$ cat src/logic/trf_pkg.sv
/*
  shared constants and types of the transmission unit framer.
  assumes a 200 MHz core clock; bit rate set by the divider figure.
*/
package trf_pkg;

  // clock and bit timing
  localparam int unsigned CLK_PERIOD_PS   = 5000;
  localparam int unsigned BIT_TIME_NS     = 62500;
  localparam int unsigned BIT_CYCLES_DFLT =
    (BIT_TIME_NS * 1000) / CLK_PERIOD_PS;

  // field sizes
  localparam int unsigned WORD_BITS    = 16;
  localparam int unsigned WORD_SHIFT   = 4;
  localparam int unsigned WCNT_BITS    = 16;
  localparam int unsigned FLAG_BITS    = 8;
  localparam int unsigned BITSYNC_BITS = 64;
  localparam int unsigned NET_DET_W    = 2;

  // field positions and counter limits
  localparam logic [6:0] CNT_ZERO     = 7'h00;
  localparam logic [6:0] CNT_FLAG_END = 7'(FLAG_BITS - 1);
  localparam logic [6:0] CNT_WCNT_END = 7'(WCNT_BITS - 1);
  localparam logic [6:0] CNT_BS_END   = 7'(BITSYNC_BITS - 1);
  localparam logic [15:0] DIV_ZERO    = 16'h0000;
  localparam logic [15:0] LEN_ONE     = 16'h0001;
  localparam logic [15:0] LEN_ZERO    = 16'h0000;
  localparam logic [3:0]  PAD_ONE     = 4'h1;
  localparam logic [3:0]  PAD_ZERO    = 4'h0;

  // line patterns
  localparam logic [7:0] FLAG_PATTERN = 8'h7e;
  localparam logic       IDLE_LEVEL   = 1'b1;
  localparam logic       PAD_LEVEL    = 1'b0;

  typedef enum logic [2:0] {
    TRF_IDLE,
    TRF_BSYNC,
    TRF_FLAG,
    TRF_WCNT,
    TRF_DATA,
    TRF_PAD
  } trf_state_e;

  // request from the upper layer
  typedef struct packed {
    logic [15:0] len;
    logic        packet;
    logic        bitsync;
  } trf_req_s;

  // net sensing outputs
  typedef struct packed {
    logic busy;
    logic report;
  } trf_net_s;

  typedef struct packed {
    logic [7:0] sh;
    logic       hit;
  } trf_fdet_s;

  typedef struct packed {
    trf_state_e           st;
    logic [15:0]          div;
    logic [6:0]           cnt;
    logic [15:0]          left;
    logic [15:0]          wcnt;
    logic [3:0]           pad;
    logic                 packet;
    logic                 tx;
    logic                 flag_seen;
    logic                 done;
    trf_net_s             net;
    logic [NET_DET_W:0]   meta;
    logic [NET_DET_W:0]   sync;
  } trf_main_s;

endpackage : trf_pkg

$ cat src/logic/trf_framer.sv
/*
  transmit framer: bit sync, flags, word count, data field, padding,
  plus net busy indication. assumes the data field arrives already
  coded, one bit per data_req_out pulse, and pins reach it unsynchronised.
*/
`timescale 1ns/1ps
// Contract
// word count covers count field and data
// round up, pad zeros to 16-bit words
// padding zeros bypass coding and interleave
// send flags until radio flags arrive
// at least one lead flag before data
// radio sends a flag before its data
// data field passes coded stream unchanged
// bit sync is 64 alternating bits, one first
// busy set when net busy sensed
// busy cleared only when nothing sensed
// optional net activity status report
// packet mode sends no phasing bits
// flag is zero, six ones, zero
module trf_framer #(
  parameter int unsigned BIT_CYCLES = trf_pkg::BIT_CYCLES_DFLT
) (
  // clock and reset
  input  wire logic              mclk_in,
  input  wire logic              reset_in,
  // send request
  input  wire logic              phy_send_request_in,
  input  trf_pkg::trf_req_s      req_in,
  output logic                   req_ready_out,
  output logic                   done_out,
  // data field stream
  output logic                   data_req_out,
  input  wire logic              data_bit_in,
  // radio leads
  output logic                   tx_lead_out,
  input  wire logic              rx_lead_in,
  // net sensing
  input  wire logic              data_detect_in,
  input  wire logic              voice_detect_in,
  input  wire logic              report_en_in,
  output trf_pkg::trf_net_s      phy_status_report_out
);

  localparam logic [15:0] DIV_LAST = 16'(BIT_CYCLES - 1);

  trf_pkg::trf_main_s q;
  trf_pkg::trf_main_s d;
  logic               bit_en;
  logic               hit;
  logic               take;
  logic [16:0]        wcnt_sum;

  assign bit_en = (q.div == DIV_LAST);
  assign take   = phy_send_request_in && (q.st == trf_pkg::TRF_IDLE);
  // count covers itself
  assign wcnt_sum = 17'(req_in.len) +
                    17'(trf_pkg::WCNT_BITS + trf_pkg::WORD_BITS - 1);

  // watches the receive lead
  trf_flag_det u_flag_det (
    .mclk_in   (mclk_in),
    .reset_in  (reset_in),
    .bit_en_in (bit_en),
    .bit_in    (q.sync[0]),
    .hit_out   (hit)
  );

  always_comb begin
    d         = q;
    d.done    = 1'b0;
    d.net.report = 1'b0;
    // pins: meta then sync, only sync reads meta
    d.meta = {voice_detect_in, data_detect_in, rx_lead_in};
    d.sync = q.meta;
    d.div  = bit_en ? trf_pkg::DIV_ZERO : q.div + 16'h0001;

    // set on any activity
    if (q.sync[trf_pkg::NET_DET_W:1] != '0) begin
      d.net.busy = 1'b1;
    // clear only with both quiet
    end else begin
      d.net.busy = 1'b0;
    end
    // pulse on change when enabled
    d.net.report = report_en_in && (d.net.busy != q.net.busy);

    // radio flag latched; set wins over clear
    if (hit) begin
      d.flag_seen = 1'b1;
    end else if (q.st == trf_pkg::TRF_IDLE) begin
      d.flag_seen = 1'b0;
    end

    case (q.st)
      trf_pkg::TRF_IDLE: begin
        if (bit_en) begin
          d.tx = trf_pkg::IDLE_LEVEL;
        end
        if (take) begin
          d.left   = req_in.len;
          d.wcnt   = 16'(wcnt_sum >> trf_pkg::WORD_SHIFT);
          // zeros to next word boundary
          d.pad    = 4'(trf_pkg::PAD_ZERO - req_in.len[3:0]);
          d.packet = req_in.packet;
          d.cnt    = trf_pkg::CNT_ZERO;
          // packet mode goes straight to flags
          if (req_in.packet) begin
            d.st = trf_pkg::TRF_FLAG;
          end else if (req_in.bitsync) begin
            d.st = trf_pkg::TRF_BSYNC;
          end else begin
            d.st = trf_pkg::TRF_WCNT;
          end
        end
      end
      trf_pkg::TRF_BSYNC: begin
        if (bit_en) begin
          // one on even counts
          d.tx  = ~q.cnt[0];
          d.cnt = q.cnt + 7'h01;
          if (q.cnt == trf_pkg::CNT_BS_END) begin
            d.cnt = trf_pkg::CNT_ZERO;
            d.st  = trf_pkg::TRF_WCNT;
          end
        end
      end
      trf_pkg::TRF_FLAG: begin
        if (bit_en) begin
          // delimiter pattern
          d.tx  = trf_pkg::FLAG_PATTERN[q.cnt[2:0]];
          d.cnt = q.cnt + 7'h01;
          if (q.cnt == trf_pkg::CNT_FLAG_END) begin
            d.cnt = trf_pkg::CNT_ZERO;
            // leave only after radio flags
            // a full flag always precedes
            if (q.flag_seen || hit) begin
              d.st = trf_pkg::TRF_WCNT;
            end
          end
        end
      end
      trf_pkg::TRF_WCNT: begin
        if (bit_en) begin
          // lsb first
          d.tx  = q.wcnt[q.cnt[3:0]];
          d.cnt = q.cnt + 7'h01;
          if (q.cnt == trf_pkg::CNT_WCNT_END) begin
            d.cnt = trf_pkg::CNT_ZERO;
            if (q.left != trf_pkg::LEN_ZERO) begin
              d.st = trf_pkg::TRF_DATA;
            end else begin
              d.st   = trf_pkg::TRF_IDLE;
              d.done = 1'b1;
            end
          end
        end
      end
      trf_pkg::TRF_DATA: begin
        if (bit_en) begin
          // coded bits go out untouched
          d.tx   = data_bit_in;
          d.left = q.left - 16'h0001;
          if (q.left == trf_pkg::LEN_ONE) begin
            if (q.pad != trf_pkg::PAD_ZERO) begin
              d.st = trf_pkg::TRF_PAD;
            end else begin
              d.st   = trf_pkg::TRF_IDLE;
              d.done = 1'b1;
            end
          end
        end
      end
      trf_pkg::TRF_PAD: begin
        if (bit_en) begin
          // raw zeros, never fed to coding
          d.tx  = trf_pkg::PAD_LEVEL;
          d.pad = q.pad - 4'h1;
          if (q.pad == trf_pkg::PAD_ONE) begin
            d.st   = trf_pkg::TRF_IDLE;
            d.done = 1'b1;
          end
        end
      end
      default: begin
        d.st = trf_pkg::TRF_IDLE;
      end
    endcase
  end

  always_ff @(posedge mclk_in) begin
    if (reset_in) begin
      q    <= '0;
      q.st <= trf_pkg::TRF_IDLE;
      q.tx <= trf_pkg::IDLE_LEVEL;
    end else begin
      q <= d;
    end
  end

  // ready and data request combinational, done and data from flops
  assign req_ready_out         = (q.st == trf_pkg::TRF_IDLE);
  assign data_req_out          = (q.st == trf_pkg::TRF_DATA) && bit_en;
  assign done_out              = q.done;
  assign tx_lead_out           = q.tx;
  assign phy_status_report_out = q.net;
endmodule : trf_framer

$ cat src/logic/trf_flag_det.sv
/*
  flag recogniser on a serial lead.
  assumes bit_en_in marks one sampled bit; bit_in already synchronised.
*/
`timescale 1ns/1ps
module trf_flag_det (
  // clock and reset
  input  wire logic mclk_in,
  input  wire logic reset_in,
  // serial bits
  input  wire logic bit_en_in,
  input  wire logic bit_in,
  // one-cycle flag seen
  output logic      hit_out
);

  trf_pkg::trf_fdet_s q;
  trf_pkg::trf_fdet_s d;

  always_comb begin
    d     = q;
    d.hit = 1'b0;
    if (bit_en_in) begin
      // lsb first, newest bit enters at the top
      d.sh  = {bit_in, q.sh[7:1]};
      d.hit = ({bit_in, q.sh[7:1]} == trf_pkg::FLAG_PATTERN);
    end
  end

  always_ff @(posedge mclk_in) begin
    if (reset_in) begin
      q    <= '0;
      // idle lead is high; a zeroed history could fake a flag
      q.sh <= '1;
    end else begin
      q <= d;
    end
  end

  assign hit_out = q.hit;

endmodule : trf_flag_det

$ cat config.mk
export PLATFORM = sky130hd
export DESIGN_NAME = trf_framer
export DESIGN_NICKNAME = d
export VERILOG_FILES = /design/src/logic/trf_pkg.sv /design/src/logic/trf_framer.sv /design/src/logic/trf_flag_det.sv
export SDC_FILE = /design/constraint.sdc
export NUM_CORES = 1
export LEC_CHECK = 0
export ABC_CLOCK_PERIOD_IN_PS = 3900
export BUFFER_PORTS_ARGS = -buffer_cell sky130_fd_sc_hd__buf_2
export CAP_MARGIN = 20
export CORE_MARGIN = 1
export CORE_UTILIZATION = 50
export DETAILED_ROUTE_END_ITERATION = 7
export MAX_ROUTING_LAYER = met4
export PLACE_DENSITY = 0.68
export SLEW_MARGIN = 10
export SYNTH_ARGS = -nofsm -noshare
export SYNTH_HDL_FRONTEND = slang
export SYNTH_SLANG_ARGS = --single-unit
$ cat constraint.sdc
create_clock -name mclk_in -period 3.9 [get_ports mclk_in]
set_input_delay 0.195 -clock mclk_in [delete_from_list [all_inputs] [get_ports mclk_in]]
set_output_delay 0.195 -clock mclk_in [all_outputs]
set_load 0.05 [all_outputs]
Yosys cells after proc, flatten, opt, wreduce, memory -nomap -nowiden. Memory sizes are Yosys's and may differ from the RTL's. A register that Yosys moved wholly into a read port is not among the register bits. Index checks and enable logic that the tools add are counted.

Bits in registers: 80. Memory bits (read-only): 8. Output and inout bits: 6. Memories: 1.

Memory list: (no name shown) (words 8, width 1, read ports 1, clocked after Yosys merged registers in 1, wr ports 0, line trf_framer.sv:131) `d.tx = trf_pkg::FLAG_PATTERN[q.cnt[2:0]];`.

Mux-type cells: 53. Add/sub/neg operators: 6. Eq/ne operators: 26. $lt $le $gt $ge: 2. Bitwise operators: 2. Reductions and logical operators: 21.

Operator list (count): two-way mux 3 bit (16); two-way mux 44 bit (1); two-way mux 7 bit (6); one-hot mux 16 bit (2 select lines) (1); one-hot mux 7 bit (4 select lines) (1); != test 2 bit (second input constant) (11); two-way mux 1 bit (19); one-hot mux 3 bit (6 select lines) (1); adder 16 x 5 -> 17 bit (second input constant) (1); adder 16 x 1 -> 16 bit (second input constant) (1); equality test 16 x 1 -> 1 bit (second input constant) (1); equality test 16 x 14 -> 1 bit (second input constant) (1); two-way mux 16 bit (1); nonzero test 16 bit (1); subtractor 16 x 1 -> 16 bit (second input constant) (1); AND reduction 12 bit (1); equality test 8 x 7 -> 1 bit (second input constant) (1); one-hot mux 4 bit (2 select lines) (1); nonzero test 2 bit (4); nonzero test 4 bit (2); adder 7 x 1 -> 7 bit (second input constant) (1); equality test 7 x 3 -> 1 bit (second input constant) (1); equality test 7 x 4 -> 1 bit (second input constant) (1); equality test 7 x 6 -> 1 bit (second input constant) (1); 25 further kinds (34).

Longest topological paths before layout.
Depth after elaboration: 6. Depth in mapped cells: 9. Gate-level depth less buffers: 7.

Modules after synthesis. Synthesis repeated with hierarchy kept, for this count alone.

Cell total of the unflattened synthesis: 522. Area, all modules: 4425.5 um^2.

By module, submodules not included: trf_framer (cells an instance 495, times used 1, sequential area each 1421.4 um^2, area each 4091.4 um^2); trf_flag_det (cells an instance 27, times used 1, sequential area each 160.2 um^2, area each 334.1 um^2).

Worst setup path before layout. Ideal clock, no wire load.

Path kind: register -> register. Start: register q[73] (netlist name). End: register q[51] (netlist name). Library setup time: 123 ps. Buffers on the path: 3. Arrival: 2399 ps. Path slack: 1377 ps. Cell stages (with the launch flop): 10. Clock period less this slack: 2523 ps. Path through: dfxtp_1 -> buf_4 -> nor3_2 -> and2_1 -> clkbuf_1 -> a21oi_1 -> clkbuf_1 -> nor3b_1 -> xnor2_1 -> nor2_1.

Cells in the longest elaborated chain, start to end: 4.

RTL lines: start, declared (line trf_framer.sv:47) `trf_pkg::trf_main_s q;`; logical NOT 3 bit (*); via req_ready_out (line trf_framer.sv:30) `output logic req_ready_out,`; logical AND 1 bit (line trf_framer.sv:55) `assign take = phy_send_request_in && (q.st == trf_pkg::TRF_IDLE);`; != test 2 x 1 -> 1 bit (no source line); AND reduction 5 bit (no source line).

Mark *: on every way through the listed nets, which the timed path passes. The rest lies on a longest branch. A chain may end at the register's enable or synchronous reset.

Worst setup path in the final report.
Start: register q[55] (netlist name). End: register q[46] (netlist name).

Cells in the longest elaborated chain, start to end: 3.

RTL lines: equality test 16 x 14 -> 1 bit (line trf_framer.sv:54) `assign bit_en = (q.div == DIV_LAST);`; != test 2 bit (no source line); AND reduction 3 bit (no source line).

Every way passes these cells.

==> out/metrics.csv <==
stage,metric,value,unit
detailed_routing,vias,3537,
sta,hold_violations,0,
setup_path,crit_path_start_kind,flip-flop,
synthesis,yosys-mux-area-fraction,2.68,%
synthesis,synthAdderAreaFrac,3.05,%
synthesis,synth_compound_area_share,16.6,%
floorplanning,dieHeight,92.7,um
floorplanning,rows,32,
synthesis,avgSynthCellArea,8.20,um^2
power,power_density,558,nW/um^2
clock_network,clock_path_buffers,2,
detailed_routing,drtIter0Drc,246,
clock_network,cts_num_sinks,79,
clock_network,htreeDepth,3,
outcome,status,"complete, no violations",
clock_network,tritoncts,done,
sta,setup_tns,0,ns
floorplanning,core,7850,um^2
global_route,grt_util_all_layers,22.8,%
floorplanning,top_level_ports,32,
sta,finalWorstSetupSlack,1.10,ns
setup_path,cp.arrival,3.06,ns
sta,fin_crit,2.80,ns
sta,final-max-slew-violation-count,0,
cells_and_area,drive_gt1_share,13.4,%
synthesis,synth_xor_area_share,6.18,%
synthesis,synth_edf_count,0,
sta,fin_skew,0.0121,ns
floorplanning,dieArea,8580,um^2
synthesis,synth_flop_cell,dfxtp_1,
sta,slew_headroom,43.7,%
clock_network,cts_resized,0,
clock_network,clkLatencyLatePin,0.35,ns
setup_path,worstSetupStartpoint,q[55],
sta,tightest_slew,0.845,ns
synthesis,synth_top_family_by_area,simple AND/OR/NAND/NOR gates,
synthesis,yosysSeqAreaShare,38.5,%
clock_network,root_buffer,clkbuf_8,
clock_network,cts_hold_buf,0,
global_route,antenna_found_initial,0,
synthesis,ys_seq_elements,79,
global_route,grt_pass1_wl,15.2,mm
setup_path,crit_type,reg2reg,
cells_and_area,fillers,747,
sta,setup_viol,0,
flow_run,maxCapViolations,0,
synthesis,synth_simple_gate_area_share,27.4,%
synthesis,syn_nets,537,
cells_and_area,nets,552,
hold_path,hold_path_class,in2reg,
detailed_routing,post_drt_via_cell_ratio,5.68,
detailed_routing,routedWlPerCell,14.2,um
power,p_leak,1.68,nW
detailed_routing,routed_wl,8.82,mm
synthesis,synth_area_leaders,"dfxtp_1 (38%), nor2_1 (5.7%), nand2_1 (5.3%)",
setup_path,crit_path_end,q[46],
setup_path,crit_path_end_kind,flip-flop,
global_route,grt_pass1_vias,3390,
sta,rsz0062_at_grt,no,
setup_path,rr_endpoint,q[46],
detailed_routing,drc,0,
global_route,grt_max_degree,52,
power,vdd_drop_max,273,uV
synthesis,async_reset_ff_share,0,%
clock_network,numCtsBuffers,9,
cells_and_area,antenna_cells,0,
place,dp_hpwl,6.10,mm
setup_path,rrSetupSlack,1.10,ns
place,pre_cts_slack,1.15,ns
clock_network,path_clk_slew,0.09,ns
setup_path,worstPathRequired,4.17,ns
setup_path,path_max_fanout,18,
floorplanning,start_util,52.4,%
synthesis,yosys_warnings,0,
place,port_buffers,31,
synthesis,synthCells,501,
global_route,grt_overflow_total,0,
cells_and_area,area_growth,8.86,%
detailed_routing,ant_nets,0,
synthesis,synthMostInstantiatedCell,dfxtp_1,
synthesis,yosys.area.top_type_share,38.5,%
synthesis,synth_cell_types,65,
detailed_routing,dr.pass1.iters,5,
setup_path,reg2reg_depth,6,
place,gp_congestion,0.868,
synthesis,yosys.area.top_type,dfxtp_1,
hold_path,min_delay_path_depth,2,
clock_network,cts_setup_buffers,0,
sta,clock.fmax,0.357,GHz
sta,min_period_over_period,71.7,%
floorplanning,die_w,92.7,um
synthesis,netlist_top_cells_count,"dfxtp_1 (79), nor2_1 (62), nand2_1 (58)",
setup_path,r2r-start,q[55],
synthesis,syn_area,4110,um^2
logic make-up (layout without fill, tap and decap cells):
kind of cell             after synthesis  in the layout
flip-flops                            79             79
AND/OR/NAND/NOR                      224            224
adder cells (fa/ha/maj)               10             10
buffers and inverters                 49             69
multiplexers                           7              7
AO/OA/AOI/OAI                        103            103
XOR/XNOR                              29             29
worst min path at each step:
stage,startpoint,endpoint,slack [ns]
floorplan,rx_lead_in,d[0],0.32
global placement,data_detect_in,d[1],0.41
finish,data_detect_in,d[1],0.05
detailed placement,rx_lead_in,d[0],0.41
global route,rx_lead_in,d[0],0.05
CTS,rx_lead_in,d[0],0.04
layout by cell type, fill, tap and decap left out, drive strengths merged, types with 2 or more instances in the layout:
cell type,instances
a222oi,2
xor2,17
a31oi,10
mux2,2
nand3,30
nand2b,4
nor2,62
xnor2,12
o211ai,3
a211oi,16
o21ai,19
clkinv,2
a221oi,5
nand4,5
nand2,58
a32o,2
or4,3
and3,11
or3,8
o311ai,3
and2,2
inv,21
mux2i,2
buf,35
a21oi,33
ha,10
nor4,3
nor4b,4
mux4,3
clkbuf,9
nor2b,9
dfxtp,79
a2bb2oi,2
nor3,17
critical path, stage by stage, from the launching register on:
cell,delay (ns)
dfxtp_1,0.38
ha_1,0.25
and3b_1,0.20
and4_1,0.65
nand3_1,0.45
or4_1,0.59
a31oi_1,0.18
stage by stage:
step                utilization (%)  hold slack, ns  power [mW]  instance area [um^2]  std cells
detailed placement             54.3           0.412        1.87                  4260        607
CTS                            57.0          0.0377        2.51                  4470        623
floorplan                         -           0.323        1.72                  4110        501
finish                         57.0          0.0461        2.50                  4470        623
global route                   57.0          0.0533        2.67                  4470        623
global placement               54.3           0.405        1.85                  4260        607
where the power goes:
group | internal, mW | switching [mW] | leakage [nW]
logic | 0.314 | 0.521 | 0.933
registers | 0.901 | 0.123 | 0.645
clock network | 0.309 | 0.329 | 0.104
total | 1.52 | 0.974 | 1.68
flip-flops by register name, summed over array words and instances (netlist names), named ones only:
| name | flops |
|---|---|
| u_flag_det.hit_out | 1 |
| u_flag_det.q | 7 |
| tx_lead_out | 1 |
| q | 63 |
| d | 3 |
| done_out | 1 |
| phy_status_report_out | 2 |
final cells by class:
| class | count | area, um^2 | share of cell area (%) |
|---|---|---|---|
| multi-input cells | 373 | 2300 | 51.4 |
| flip-flops and latches | 79 | 1580 | 35.4 |
| repair buffers | 35 | 185 | 4.14 |
| well taps | 102 | 128 | 2.85 |
| clock buffers | 9 | 124 | 2.77 |
| clock inverters | 7 | 88.8 | 1.99 |
| inverters | 18 | 67.6 | 1.51 |
layer usage:
layer / global-route usage (%) / wire (um) / share of wire, % / vias up
met3: 3.28 / 381 / 4.3 / 9
met5: - / 0 / 0 / -
met4: 9.62 / 113 / 1.3 / 0
met2: 35.1 / 4020 / 46 / 86
met1: 29.9 / 4310 / 49 / 1647
li1: - / - / - / 1795
No activity file was read; power rests on OpenSTA's default activity.
